<file path="src/chan_adapt_pkg.sv">
// constants shared by the channel adapter design
// Operation
// - sink lacks channel: flag nonzero source channel
// - source lacks channel: sink channel tied zero
// - smaller source range: pass, upper bits zero
// - larger source range: pass low bits
// - flag source channel above sink maximum
// - out-of-range beats never reach sink valid
// - channel width zero to eight bits
// - maximum channel zero through 255
// - error width zero to 31 bits
// - empty count qualifies end-of-packet beat only
// - error bit meanings must match both sides
package chan_adapt_pkg;
    // ==========================================================
    // parameter limits and default fifo depth
    localparam int CHAN_W_MAX   = 8;
    localparam int MAX_CHAN_TOP = 255;
    localparam int ERR_W_MAX    = 31;
    localparam int FIFO_DEPTH   = 16;
    // ==========================================================
    // reset values
    localparam logic CHAN_ZERO  = 1'h0;
endpackage : chan_adapt_pkg

</file>
<file path="src/chan_adapt.sv">
// streaming channel adapter with output fifo
`timescale 1ns/100ps

// ==========================================================
// fifo: registered storage with valid/ready on both sides
module chan_fifo #(
    parameter int WIDTH = 8,
    parameter int DEPTH = 16
) (
    input  wire logic             ref_clk,
    input  wire logic             rst_b,
    input  wire logic [WIDTH-1:0] in_data,
    input  wire logic             in_valid,
    output logic                  in_ready,
    output logic      [WIDTH-1:0] out_data,
    output logic                  out_valid,
    input  wire logic             out_ready
);
    localparam int AW = $clog2(DEPTH);
    typedef struct packed {
        logic [AW-1:0] wr;
        logic [AW-1:0] rd;
        logic [AW:0]   cnt;
    } fifo_s;
    fifo_s             st;
    fifo_s             next_st;
    logic [WIDTH-1:0]  mem [DEPTH];
    logic              push;
    logic              pop;

    // handshakes; full and empty are exact from the count
    assign in_ready  = (st.cnt != (AW+1)'(DEPTH));
    assign out_valid = (st.cnt != '0);
    assign push      = in_valid && in_ready;
    assign pop       = out_valid && out_ready;
    assign out_data  = mem[st.rd];

    // pointer and count update
    always_comb begin
        next_st = st;
        if (push) begin
            next_st.wr = st.wr + 1'b1;
        end
        if (pop) begin
            next_st.rd = st.rd + 1'b1;
        end
        next_st.cnt = st.cnt + (AW+1)'(push) - (AW+1)'(pop);
    end

    // state register, synchronous reset
    always_ff @(posedge ref_clk) begin
        if (!rst_b) begin
            st <= '0;
        end else begin
            st <= next_st;
        end
    end

    // storage has no reset; only written entries are ever read
    always_ff @(posedge ref_clk) begin
        if (push) begin
            mem[st.wr] <= in_data;
        end
    end
endmodule : chan_fifo

// ==========================================================
// adapter top
module chan_adapt
    import chan_adapt_pkg::*;
#(
    parameter int DATA_W     = 32,
    parameter int EMPTY_W    = 2,
    parameter int ERR_W      = 1,
    parameter int IN_CHAN_W  = 4,
    parameter int IN_MAX     = 15,
    parameter int OUT_CHAN_W = 2,
    parameter int OUT_MAX    = 3,
    parameter int DEPTH      = FIFO_DEPTH
) (
    input  wire logic                        ref_clk,
    input  wire logic                        rst_b,
    input  wire logic [DATA_W-1:0]           in_data,
    input  wire logic                        in_valid,
    output logic                             in_ready,
    input  wire logic                        in_sop,
    input  wire logic                        in_eop,
    input  wire logic [EMPTY_W-1:0]          in_empty,
    input  wire logic [ERR_W-1:0]            in_error,
    input  wire logic [CHAN_W_MAX-1:0]       in_channel,
    output logic      [DATA_W-1:0]           out_data,
    output logic                             out_valid,
    input  wire logic                        out_ready,
    output logic                             out_sop,
    output logic                             out_eop,
    output logic      [EMPTY_W-1:0]          out_empty,
    output logic      [ERR_W-1:0]            out_error,
    output logic      [CHAN_W_MAX-1:0]       out_channel,
    output logic                             chan_error
);
    // channel widths and maximums held to their legal ranges; out-of-range values saturate
    // rather than stop elaboration, so a bad setting degrades instead of failing
    localparam int IN_CW  = (IN_CHAN_W < 0) ? 0 : ((IN_CHAN_W > CHAN_W_MAX) ? CHAN_W_MAX : IN_CHAN_W);
    localparam int OUT_CW = (OUT_CHAN_W < 0) ? 0 : ((OUT_CHAN_W > CHAN_W_MAX) ? CHAN_W_MAX : OUT_CHAN_W);
    localparam int IN_MX  = (IN_MAX < 0) ? 0 : ((IN_MAX > MAX_CHAN_TOP) ? MAX_CHAN_TOP : IN_MAX);
    localparam int OUT_MX = (OUT_MAX < 0) ? 0 : ((OUT_MAX > MAX_CHAN_TOP) ? MAX_CHAN_TOP : OUT_MAX);
    // error field: ERR_W from 1 to ERR_W_MAX; zero width is one bit tied low by the integrator

    localparam int PW = DATA_W + EMPTY_W + ERR_W + 2 + CHAN_W_MAX;

    function automatic logic [CHAN_W_MAX-1:0] keep_low(input logic [CHAN_W_MAX-1:0] v, input int w);
        logic [CHAN_W_MAX-1:0] m;
        m = '0;
        for (int i = 0; i < CHAN_W_MAX; i++) begin
            m[i] = (i < w);
        end
        return v & m;
    endfunction : keep_low

    typedef struct packed {
        logic err;
    } adapt_s;
    adapt_s                 st;
    adapt_s                 next_st;
    logic [CHAN_W_MAX-1:0]  src_chan;
    logic [CHAN_W_MAX-1:0]  snk_chan;
    logic                   bad_beat;
    logic                   f_in_ready;
    logic                   f_valid;
    logic [PW-1:0]          f_out;

    // channel mapping and range check per configuration
    always_comb begin
        src_chan = keep_low(in_channel, IN_CW);
        snk_chan = '0;
        bad_beat = 1'b0;
        if (IN_CW == 0) begin
            snk_chan = '0;
        end else if (OUT_CW == 0) begin
            bad_beat = (src_chan != '0);
        end else begin
            // widening pads zeros, narrowing drops upper bits
            snk_chan = keep_low(src_chan, OUT_CW);
            if (IN_MX > OUT_MX) begin
                bad_beat = (32'(src_chan) > OUT_MX);
            end
        end
    end

    // dropped beats are consumed only while the fifo has room; ready follows the fifo for every beat
    assign in_ready = f_in_ready;

    // error indication: registered flag for each rejected beat taken
    always_comb begin
        next_st.err = in_valid && f_in_ready && bad_beat;
    end

    always_ff @(posedge ref_clk) begin
        if (!rst_b) begin
            st <= '0;
        end else begin
            st <= next_st;
        end
    end
    assign chan_error = st.err;

    // out-of-range beats are never written, so the sink never sees them
    chan_fifo #(
        .WIDTH (PW),
        .DEPTH (DEPTH)
    ) u_fifo (
        .ref_clk   (ref_clk),
        .rst_b     (rst_b),
        .in_data   ({in_data, in_empty, in_error, in_sop, in_eop, snk_chan}),
        .in_valid  (in_valid && !bad_beat),
        .in_ready  (f_in_ready),
        .out_data  (f_out),
        .out_valid (f_valid),
        .out_ready (out_ready)
    );

    // fields unpacked unchanged from fifo storage
    assign out_valid = f_valid;
    assign {out_data, out_empty, out_error, out_sop, out_eop, out_channel} = f_out;
endmodule : chan_adapt

</file>
<file path="config.mk">
export PLATFORM = sky130hd
export DESIGN_NAME = chan_adapt
export DESIGN_NICKNAME = d
export VERILOG_FILES = /design/src/chan_adapt_pkg.sv /design/src/chan_adapt.sv
export SDC_FILE = /design/constraint.sdc
export NUM_CORES = 1
export LEC_CHECK = 0
export ABC_AREA = 1
export BUFFER_PORTS_ARGS = -buffer_cell sky130_fd_sc_hd__buf_4
export CAP_MARGIN = 30
export CORE_MARGIN = 2
export CORE_UTILIZATION = 50
export DETAILED_ROUTE_END_ITERATION = 16
export PLACE_DENSITY = 0.66
export SETUP_SLACK_MARGIN = 0.4
export SLEW_MARGIN = 0
export SYNTH_ARGS = -nofsm -noshare
export SYNTH_HDL_FRONTEND = slang
export SYNTH_SLANG_ARGS = --single-unit
</file>
<file path="constraint.sdc">
create_clock -name ref_clk -period 6.83 [get_ports ref_clk]
set_input_delay 0 -clock ref_clk [delete_from_list [all_inputs] [get_ports ref_clk]]
set_output_delay 0 -clock ref_clk [all_outputs]
set_load 0.05 [all_outputs]
</file>
After elaboration in Yosys (flattened, before gate mapping)
Memory sizes are Yosys's and may differ from the RTL's. A register that Yosys moved wholly into a read port is not among the register bits.
Index checks and enable logic that the tools add are counted.
Storage, ports and cells
  bits in registers: 14
  output and inout port bits: 48
  memories kept: 1
  bits in writable memories: 624
Cells by class
  magnitude comparators: 1
  mux-type cells: 4
  equality and inequality tests: 1
  reduce and logical (&&, ||, !) cells: 7
  $add $sub $neg: 4
Memory list
  u_fifo.mem: depth 16, bits a word 39, read ports 1, clocked after Yosys merged registers in 1, wr ports 1, line chan_adapt.sv:27  | logic [WIDTH-1:0] mem [DEPTH];
Operator list (count)
  $add A4 B1 Y4 const B: 2
  $mux W4: 2
  $add A5 B1 Y5: 1
  $logic_and A1 B1 Y1: 5
  $ne A5 B5 Y1 const B: 1
  $reduce_bool A5 Y1: 1
  $sub A5 B1 Y5: 1
  $gt A4 B2 Y1 const B: 1
  $mux W1: 2
  $logic_not A1 Y1: 1

Logic depth before layout (Yosys ltp)
Gate-level depths: netlist (run 1).
  depth after elaboration: 6
  gate-level depth with buffers: 15

By module
Synthesis (run 1) repeated with hierarchy kept, for this count alone.
Unflattened totals
  cells, all modules: 3038
  area, all modules: 31695.4 µm²
Modules (own cells, without submodules)
  chan_fifo: area an instance 31645.4 µm², instances 1, cells each 3031
  chan_adapt: area an instance 50.0 µm², instances 1, cells each 7

Worst setup path after synthesis (run 1)
No wires, ideal clock.
  path type: reg-to-reg
  start point: register u_fifo.st[2] (netlist name)
  end point: memory u_fifo.mem[3][0] (netlist name) (enable)
  arrival time: 4.036 ns
  cell stages (with the launch flop): 6
  data required time: 6.346 ns
  buffers on the path: 0
  slack: 2.310 ns
  cell sequence: dfxtp_1 -> inv_1 -> ha_1 -> nand3_1 -> nand2_1 -> nor3_1
Between the ends
  word-level cells in the longest chain between the ends: 4
Ends and longest elaborated chain
  start, declared: line chan_adapt.sv:25  | fifo_s st;
  start signal, assigned: line chan_adapt.sv:55  | st <= next_st;
  $ne A5 B5 Y1: line chan_adapt.sv:32  | assign in_ready = (st.cnt != (AW+1)'(DEPTH));
  named net in_ready: line chan_adapt.sv:85  | output logic in_ready,
  $logic_and A1 B1 Y1: line chan_adapt.sv:34  | assign push = in_valid && in_ready;
  $mux W1: line chan_adapt.sv:61  | if (push) begin
  $mux W1 (not written as such): line chan_adapt.sv:62  | mem[st.wr] <= in_data;
  end, declared: line chan_adapt.sv:27
The timed path passes the listed nets, and every way through them passes these cells.

==> results of run 1 <==
layout make-up:
type,count,area [sq um]
fillers,4449,23600
flip-flops and latches,642,19100
multi-input cells,1396,6090
inverters,494,1870
clock buffers,87,1790
repair buffers,163,1370
well taps,748,936
clock inverters,30,231
final timing paths:
check	end	depth (start not counted)	slack (ns)	from
max	out_data[5]	9	2.88	flop
max reg2reg	u_fifo.mem[12][26]$_DFFE_PP_	8	3.59	u_fifo.st[2]$_SDFF_PN0_
min reg2reg	u_fifo.st[8]$_SDFFE_PN0P_	3	0.52	u_fifo.st[8]$_SDFFE_PN0P_
min	u_fifo.st[9]$_SDFFE_PN0N_	7	0.19	in_channel[2]
through the flow:
step | total power [mW] | area (sq um) | utilization (%)
detailed placement | 6.94 | 28900 | 52.6
finish | 10.3 | 31400 | 57.1
global route | 10.7 | 31400 | 57.1
floorplan | 6.35 | 27800 | -
global placement | 6.90 | 28900 | 52.5
CTS | 10.4 | 31400 | 57.1
logic make-up (layout without fill, tap and decap cells):
family / count (synthesis) / count (layout)
AO/OA/AOI/OAI: 8 / 8
XOR/XNOR: 3 / 3
adder cells (fa/ha/maj): 12 / 12
buffers and inverters: 630 / 774
flip-flops: 642 / 642
other: 1 / 6
AND/OR/NAND/NOR: 1367 / 1367
synthesized netlist by cell type (2+ instances only):
| cell type | number | area, sq um |
|---|---|---|
| nor3_1 | 4 | 20.0 |
| buf_4 | 17 | 128 |
| nor2_1 | 36 | 135 |
| inv_2 | 2 | 7.51 |
| clkbuf_1 | 21 | 78.8 |
| edfxtp_1 | 624 | 18700 |
| buf_2 | 66 | 330 |
| xor2_1 | 3 | 26.3 |
| ha_1 | 11 | 138 |
| buf_6 | 24 | 270 |
| nand3_1 | 474 | 2370 |
| o21ai_0 | 3 | 15.0 |
| buf_1 | 7 | 26.3 |
| inv_1 | 491 | 1840 |
| dfxtp_1 | 18 | 360 |
| nand2_1 | 850 | 3190 |
| a21oi_1 | 5 | 25.0 |
flip-flops by register name, indices dropped and copies added (netlist names), named ones only:
| name | flops |
|---|---|
| chan_error | 1 |
| u_fifo.st | 13 |
| u_fifo.mem | 624 |
routing by layer:
layer  vias up  global-route usage [%]
li1       8761                       -
met4         2                    6.89
met1      8663                    29.3
met2       560                    38.6
met3       104                    3.05
met5         -                       0
critical path, delay by kind of cell, from the launching register on:
kind          cells  cell delay (ns)
flops             1             0.73
simple gates      6             0.67
buf+inv           3             1.88
power breakdown:
part           switching, mW  internal [mW]  leakage [nW]
clock network           1.45           1.97         0.983
registers             0.0771           4.36          5.76
logic                   1.72          0.705          6.58
==> results.sh, run 1 <==
export IMPL_worstMarginPinSlew_ns=1.03
export IMPL_dr_pass1_iters=5
export IMPL_setup_tns_ns=0
export IMPL_cts_num_sinks=642
export IMPL_synth_edff_count=624
export IMPL_dr_total_vias=18100
export IMPL_n_antenna_cell=0
export IMPL_post_place_ws_ns=3.50
export IMPL_top_layer_used="met5"
export IMPL_dr_first_iter_drc_count=1734
export IMPL_required_ns=6.83
export IMPL_cts_repair_resized=0
export IMPL_cp_arrival_ns=3.95
export IMPL_crit_fanout=91
export IMPL_synth_mux_area_share_pct=0
export IMPL_final_layout_size_suffix_gt1_share_pct=8.14
export IMPL_ys_warn_count=0
export IMPL_crit_path_start_kind="flop"
export IMPL_synth_xor_area_share_pct=0.0946
export IMPL_grt_pass1_wl_um=97200
export IMPL_slew_violations=0
export IMPL_synth_area_sq_um=27800
export IMPL_synth_simple_area_share_pct=20.7
export IMPL_antenna_found_initial=1
export IMPL_status="completed"
export IMPL_hold_viol_final=0
export IMPL_cts_tree="built"
export IMPL_syn_inst=2663
export IMPL_wl_per_cell_um=17.8
export IMPL_rsz0062_at_grt="no"
export IMPL_row_count=86
export IMPL_cts_hold_buf=43
export IMPL_coreArea_sq_um=55000
export IMPL_crit_chain="buf_4, buf_4, nand2_1, nand2_1, nand2_1, nand3_1, nand3_1, nand2_1, buf_4"
export IMPL_fp_dieH_um=240
export IMPL_max_clock_path_buffers=3
export IMPL_viasPerCell=5.08
export IMPL_wl_met3_um=4220
export IMPL_min_period_ns=3.95
export IMPL_nets=2825
export IMPL_hold_class="in2reg"
export IMPL_grt_ovfl_total=0
export IMPL_ys_async_sr_fraction_pct=0
export IMPL_fin_worst_skew_ns=0.0234
export IMPL_p_leak_nw=13.3
export IMPL_cts_root_buf="clkbuf_16"
export IMPL_cts_buffers=67
export IMPL_area_growth_pct=13.1
export IMPL_cpMaxStageDelayCell="buf_4"
export IMPL_layout_common_cells="nand2_1, edfxtp_1, inv_1"
export IMPL_setup_viol=0
export IMPL_wl_um=63400
export IMPL_ir_worst_vdd_v=0.000227
export IMPL_crit_top_cell="nand2_1"
export IMPL_slowest_delay_ns=0.90
export IMPL_stdcell_count=3560
export IMPL_grt_total_usage_pct=22.3
export IMPL_die_x_um=240
export IMPL_path_clk_slew_ns=0.06
export IMPL_met2_length_um=31900
export IMPL_ys_ff_latch=642
export IMPL_ios=97
export IMPL_crit_type="reg2out"
export IMPL_synth_compound_area_share_pct=0.144
export IMPL_synthAdderAreaFrac_pct=0.568
export IMPL_worst_slack_ns=2.88
export IMPL_grt_pass1_vias=17200
export IMPL_syn_area_per_cell_sq_um=10.4
export IMPL_finalCritPeriodShare_pct=57.9
export IMPL_synthDistinctLibCells=24
export IMPL_gp_congestion=0.746
export IMPL_ys_seq_area_share_pct=68.8
export IMPL_mostFrequentLayoutCell="nand2_1"
export IMPL_cts_setup_buffers=0
export IMPL_synth_top_family_by_area="simple AND/OR/NAND/NOR gates"
export IMPL_drcViolationCount=0
export IMPL_htreeDepth=3
export IMPL_relSlewSlack_pct=31.7
export IMPL_cap_viol_max_count=0
export IMPL_fmax_ghz=0.253
export IMPL_hold_ws_ns=0.192
export IMPL_grt_max_degree=126
export IMPL_crit_path_end_kind="output port"
export IMPL_dpl_hpwl_um=31600
export IMPL_dieArea_sq_um=57400
export IMPL_ys_flop_type="edfxtp_1"
export IMPL_dpl_cell_count=3400
export IMPL_clock_latency_ns=0.59
export IMPL_wl_met1_um=26000
export IMPL_powerDensity_nw_per_um2=327
export IMPL_drtAntennaViolNets=0
export IMPL_initial_core_util_pct=50.5
export IMPL_port_buffers=86
No activity file was read; power rests on OpenSTA's default activity.
==> run 2: changes to the inputs <==
--- a/config.mk
+++ b/config.mk
@@ -11,7 +11,7 @@
 export CORE_MARGIN = 2
 export CORE_UTILIZATION = 50
 export DETAILED_ROUTE_END_ITERATION = 16
-export PLACE_DENSITY = 0.66
+export PLACE_DENSITY = 0.69
 export SETUP_SLACK_MARGIN = 0.4
 export SLEW_MARGIN = 0
 export SYNTH_ARGS = -nofsm -noshare
==> constraint.sdc (replaced) <==
create_clock -name ref_clk -period 3.5 [get_ports ref_clk]
set_input_delay 0 -clock ref_clk [delete_from_list [all_inputs] [get_ports ref_clk]]
set_output_delay 0 -clock ref_clk [all_outputs]
set_load 0.05 [all_outputs]
==> run 2 against run 1 <==
Sequential share of layout area decreased by 0.26 points. Non-clock buffer count rose by 13. Via count rose by 0.92%. First-iteration DRC count decreased by 1.5%. Clock power grew 90%. Wire length rose by 0.43%. Worst setup slack lost 2.2 ns. Flip-flop and latch count stayed put. Cell count grew 0.25%. Die area stayed put.
==> results.sh, run 2 (synthesis results as in run 1) <==
export IMPL_critPathBufInv=3
export IMPL_cts_hold_buf=44
export IMPL_fillers=4451
export IMPL_crit_path_end_kind="flop"
export IMPL_rsz0062_at_grt="no"
export IMPL_ios=97
export IMPL_n_antenna_cell=0
export IMPL_layout_common_cells="nand2_1, edfxtp_1, inv_1"
export IMPL_holdPathStages=4
export IMPL_wl_per_cell_um=17.9
export IMPL_path_clk_slew_ns=0.06
export IMPL_cpMaxStageDelayCell="nor2_4"
export IMPL_row_count=86
export IMPL_crit_type="reg2reg"
export IMPL_mostFrequentLayoutCell="nand2_1"
export IMPL_dr_first_iter_drc_count=1708
export IMPL_gp_congestion=0.796
export IMPL_cts_tree="built"
export IMPL_ir_worst_vdd_v=0.000657
export IMPL_wl_um=63700
export IMPL_dr_total_vias=18300
export IMPL_grt_total_usage_pct=22.5
export IMPL_critPathLaunch="u_fifo.st[2]$_SDFF_PN0_"
export IMPL_r2r_start="u_fifo.st[2]$_SDFF_PN0_"
export IMPL_grt_pass1_wl_um=98200
export IMPL_final_layout_size_suffix_gt1_share_pct=8.54
export IMPL_viasPerCell=5.12
export IMPL_worstMarginPinSlew_ns=0.975
export IMPL_fp_dieH_um=240
export IMPL_cap_viol_max_count=0
export IMPL_hold_viol_final=0
export IMPL_clock_latency_ns=0.60
export IMPL_cts_num_sinks=642
export IMPL_crit_family="simple AND/OR/NAND/NOR gates"
export IMPL_relSlewSlack_pct=35.0
export IMPL_rrSetupSlack_ns=0.66
export IMPL_nets=2838
export IMPL_fin_worst_skew_ns=0.0262
export IMPL_largest_reg_flops=624
export IMPL_initial_core_util_pct=50.5
export IMPL_setup_viol=0
export IMPL_die_x_um=240
export IMPL_cts_setup_buffers=0
export IMPL_hold_path_end="u_fifo.st[1]$_SDFF_PN0_"
export IMPL_dieArea_sq_um=57400
export IMPL_coreArea_sq_um=55000
export IMPL_drcViolationCount=0
export IMPL_cts_repair_resized=0
export IMPL_htreeDepth=3
export IMPL_finalCritPeriodShare_pct=81.1
export IMPL_final_util_pct=57.4
export IMPL_max_clock_path_buffers=3
export IMPL_hp_start="rst_b"
export IMPL_cp_arrival_ns=3.11
export IMPL_grt_ovfl_total=0
export IMPL_port_buffers=86
export IMPL_grt_max_degree=187
export IMPL_powerDensity_nw_per_um2=633
export IMPL_r2r_end="u_fifo.mem[6][7]$_DFFE_PP_"
export IMPL_worstRegToRegCells=8
export IMPL_crit_top_cell="nand2_1"
export IMPL_drtAntennaViolNets=0
export IMPL_finalPower_mw=20.0
export IMPL_dpl_hpwl_um=33300
export IMPL_min_period_ns=2.84
export IMPL_antenna_found_initial=0
export IMPL_hold_class="in2reg"
export IMPL_fmax_ghz=0.352
export IMPL_status="completed"
export IMPL_regMostFlops="u_fifo.mem"
export IMPL_slew_violations=0
export IMPL_dr_pass1_iters=6
export IMPL_area_growth_pct=13.6
export IMPL_slowest_delay_ns=0.49
export IMPL_crit_fanout=10
export IMPL_p_leak_nw=13.4
export IMPL_cts_buffers=67
export IMPL_cts_root_buf="clkbuf_16"
export IMPL_crit_chain="inv_1, ha_1, nand3_1, nand2_1, inv_2, nand2_1, nor2_4, buf_4"
export IMPL_crit_path_start_kind="flop"
export IMPL_required_ns=3.78
export IMPL_grt_pass1_vias=18000
[run 2: cell count changes in the layout (fill, tap and decap cells not counted), sizes merged]
cell,before,now
buf,120,132
bufinv,3,1
clkbuf,87,82
clkinv,24,28
dlygate4sd3,43,44
inv,496,495
[run 2: cell type report]
type	count	area (sq um)	share of cell area, %
multi-input combinational	1396	6120	19.4
inverter	494	1870	5.92
timing repair buffer	176	1560	4.94
clock buffer	82	1780	5.63
clock inverter	31	174	0.551
tap	748	936	2.97
sequential	642	19100	60.6
[run 2: worst max-delay path by stage]
stage                                  end  slack (ns)  cells past startpoint
6_report        u_fifo.mem[6][7]$_DFFE_PP_        0.66                      8
5_1_grt         u_fifo.mem[6][7]$_DFFE_PP_        0.50                      8
4_1_cts         u_fifo.mem[6][7]$_DFFE_PP_        0.68                      8
3_5_place_dp   u_fifo.mem[6][37]$_DFFE_PP_        0.72                      8
3_3_place_gp   u_fifo.mem[6][37]$_DFFE_PP_        0.83                      8
2_1_floorplan   u_fifo.mem[0][0]$_DFFE_PP_       -0.23                      7
[run 2: report_power, final]
part / switching, mW / total (mW) / internal [mW]
logic: 3.49 / 4.90 / 1.41
registers: 0.0716 / 8.59 / 8.52
clock network: 2.81 / 6.47 / 3.66
total: 6.37 / 20.0 / 13.6
[run 2: worst reg2reg max path: cells and delay by family (launching register included)]
kind	cells	cell delay, ns
adders and majority gates	1	0.20
and+or+nand+nor	4	1.28
buffers and inverters	3	0.68
DFF	1	0.35
[run 2: through the flow]
stage | setup WS [ns] | hold WS (ns) | instances | TNS (ns) | area [sq um]
2_1_floorplan | -0.231 | 0.0989 | 2668 | -108.27 | 27800
3_3_place_gp | 0.833 | 0.278 | 3411 | 0 | 29100
3_5_place_dp | 0.721 | 0.285 | 3412 | 0 | 29100
4_1_cts | 0.676 | 0.212 | 3569 | 0 | 31500
5_1_grt | 0.503 | 0.251 | 3569 | 0 | 31500
6_report | 0.661 | 0.223 | 3569 | 0 | 31500
[run 2: per-layer routing]
metal	routed length, um	vias up	track usage (%)
met5	0	-	0
met4	1930	0	8.16
met3	4530	134	4.33
met2	31200	655	38.3
met1	26000	8676	28.9
li1	-	8791	-
==> run 3: changes to the inputs <==
--- a/config.mk
+++ b/config.mk
@@ -11,7 +11,7 @@
 export CORE_MARGIN = 2
 export CORE_UTILIZATION = 50
 export DETAILED_ROUTE_END_ITERATION = 16
-export PLACE_DENSITY = 0.69
+export PLACE_DENSITY = 0.66
 export SETUP_SLACK_MARGIN = 0.4
 export SLEW_MARGIN = 0
 export SYNTH_ARGS = -nofsm -noshare
==> constraint.sdc (replaced) <==
create_clock -name ref_clk -period 2.8 [get_ports ref_clk]
set_input_delay 0 -clock ref_clk [delete_from_list [all_inputs] [get_ports ref_clk]]
set_output_delay 0 -clock ref_clk [all_outputs]
set_load 0.05 [all_outputs]
==> run 3 against run 2 <==
Sequential power rose by 25%. Clock skew is 0.0067 ns lower. Count of clock-buffer cells in the layout is 1 higher. Register-to-register slack lost 0.18 ns. Flip-flop and latch count is the same. Hold slack got worse by 0.17 ns. Clock power is 30% higher. Critical path type is now reg2out. Largest cell class unchanged.
==> results.sh, run 3 (synthesis results as in run 1) <==
export IMPL_status="completed"
export IMPL_setup_viol=0
export IMPL_gp_congestion=0.787
export IMPL_finalPower_mw=25.9
export IMPL_viasPerCell=5.15
export IMPL_placed_area_sq_um=29300
export IMPL_regMostFlops="u_fifo.mem"
export IMPL_crit_path_start_kind="flop"
export IMPL_cp_arrival_ns=2.33
export IMPL_cts_num_sinks=642
export IMPL_fillers=4457
export IMPL_ir_worst_vdd_v=0.000865
export IMPL_grt_ovfl_total=0
export IMPL_dpl_hpwl_um=32600
export IMPL_wl_um=66400
export IMPL_slew_violations=0
export IMPL_grt_pass1_wl_um=100000
export IMPL_min_period_ns=2.33
export IMPL_nets=2861
export IMPL_drtAntennaViolNets=0
export IMPL_max_clock_path_buffers=3
export IMPL_drcViolationCount=0
export IMPL_area_growth_pct=15.8
export IMPL_cts_root_buf="clkbuf_16"
export IMPL_clock_latency_ns=0.59
export IMPL_cpMaxStageDelayCell="buf_12"
export IMPL_crit_chain="buf_12, nand3_1, nand3_1, nand3_1, nand2_1, buf_4"
export IMPL_largest_reg_flops=624
export IMPL_finalCritPeriodShare_pct=83.3
export IMPL_required_ns=2.80
export IMPL_crit_fanout=119
export IMPL_row_count=86
export IMPL_relSlewSlack_pct=53.0
export IMPL_port_buffers=86
export IMPL_worstMarginPinSlew_ns=0.705
export IMPL_crit_family="buffers and inverters"
export IMPL_n_antenna_cell=0
export IMPL_initial_core_util_pct=50.5
export IMPL_antenna_found_initial=1
export IMPL_dr_total_vias=18500
export IMPL_crit_path_end_kind="output port"
export IMPL_final_area_sq_um=32200
export IMPL_grt_max_degree=120
export IMPL_coreArea_sq_um=55000
export IMPL_p_leak_nw=13.7
export IMPL_final_layout_size_suffix_gt1_share_pct=9.84
export IMPL_hold_ws_ns=0.0503
export IMPL_critPathBufInv=2
export IMPL_fin_worst_skew_ns=0.0196
export IMPL_ios=97
export IMPL_mostFrequentLayoutCell="nand2_1"
export IMPL_htreeDepth=3
export IMPL_rsz0062_at_grt="no"
export IMPL_dieArea_sq_um=57400
export IMPL_dr_first_iter_drc_count=1730
export IMPL_path_clk_slew_ns=0.06
export IMPL_grt_total_usage_pct=23.0
export IMPL_fp_dieH_um=240
export IMPL_hold_viol_final=0
export IMPL_cts_tree="built"
export IMPL_cts_buffers=66
export IMPL_crit_type="reg2out"
export IMPL_die_x_um=240
export IMPL_fmax_ghz=0.429
export IMPL_hold_class="in2reg"
export IMPL_powerDensity_nw_per_um2=806
export IMPL_dr_pass1_iters=5
export IMPL_layout_common_cells="nand2_1, edfxtp_1, inv_1"
export IMPL_post_place_ws_ns=0.520
export IMPL_slowest_delay_ns=0.48
export IMPL_crit_top_cell="nand3_1"
export IMPL_setup_tns_ns=0
export IMPL_cap_viol_max_count=0
export IMPL_grt_pass1_vias=18000
export IMPL_wl_per_cell_um=18.5
export IMPL_worst_slack_ns=0.469
run 3: area by class of cell:
class                           instances  area [sq um]  share of cell area (%)
Sequential cell                       642         19100                    59.4
Multi-Input combinational cell       1396          6170                    19.2
Timing Repair Buffer                  198          2000                    6.22
Inverter                              494          1880                    5.86
Clock buffer                           83          1820                    5.66
Tap cell                              748           936                    2.91
Clock inverter                         31           218                   0.677
Timing Repair inverter                  2          22.5                  0.0700
run 3: where the power goes:
group	switching (mW)	internal (mW)
Clock	3.54	4.87
Sequential	0.0724	10.6
Combinational	4.69	2.12
run 3: worst paths after layout:
path | start | to | slack, ns | depth (start not counted)
worst min register to register | u_fifo.st[8]$_SDFFE_PN0P_ | u_fifo.st[8]$_SDFFE_PN0P_ | 0.52 | 3
worst min-delay path | in_channel[2] | u_fifo.st[10]$_SDFFE_PN0N_ | 0.05 | 7
worst max-delay path | flop | out_sop | 0.47 | 6
worst max register to register | u_fifo.st[3]$_SDFF_PN0_ | u_fifo.mem[13][21]$_DFFE_PP_ | 0.48 | 8
run 3: per-stage QoR:
stage / utilization, % / instances
after floorplan: - / 2668
after global placement: 53.3 / 3416
after detailed placement: 53.4 / 3417
after CTS: 58.1 / 3579
after global routing: 58.5 / 3594
final: 58.5 / 3594
run 3: metal layers:
metal	vias up	GRT usage [%]	wire length (um)
met5	-	0	11
met3	135	3.65	4850
met4	2	8.84	2190
li1	8842	-	-
met1	8847	30.8	27900
met2	672	37.9	31500
run 3: repair_timing:
action | 4_1_cts | 5_1_grt
pin swaps | 0 | 1
setup endpoints to repair | 37 | 35
gates resized for setup | 8 | 11
buffers inserted | 1 | 11
hold buffers | 44 | 0
cloned | 3 | 4
endpoints found under the hold margin | 642 | 0
run 3: worst reg2reg max path: stages, from the launching register on:
cell     delay [ns]
dfxtp_2        0.34
inv_2          0.05
ha_4           0.16
nand3_2        0.11
nand2_4        0.14
inv_2          0.21
nand2_1        0.30
nor2_4         0.18
buf_4          0.45
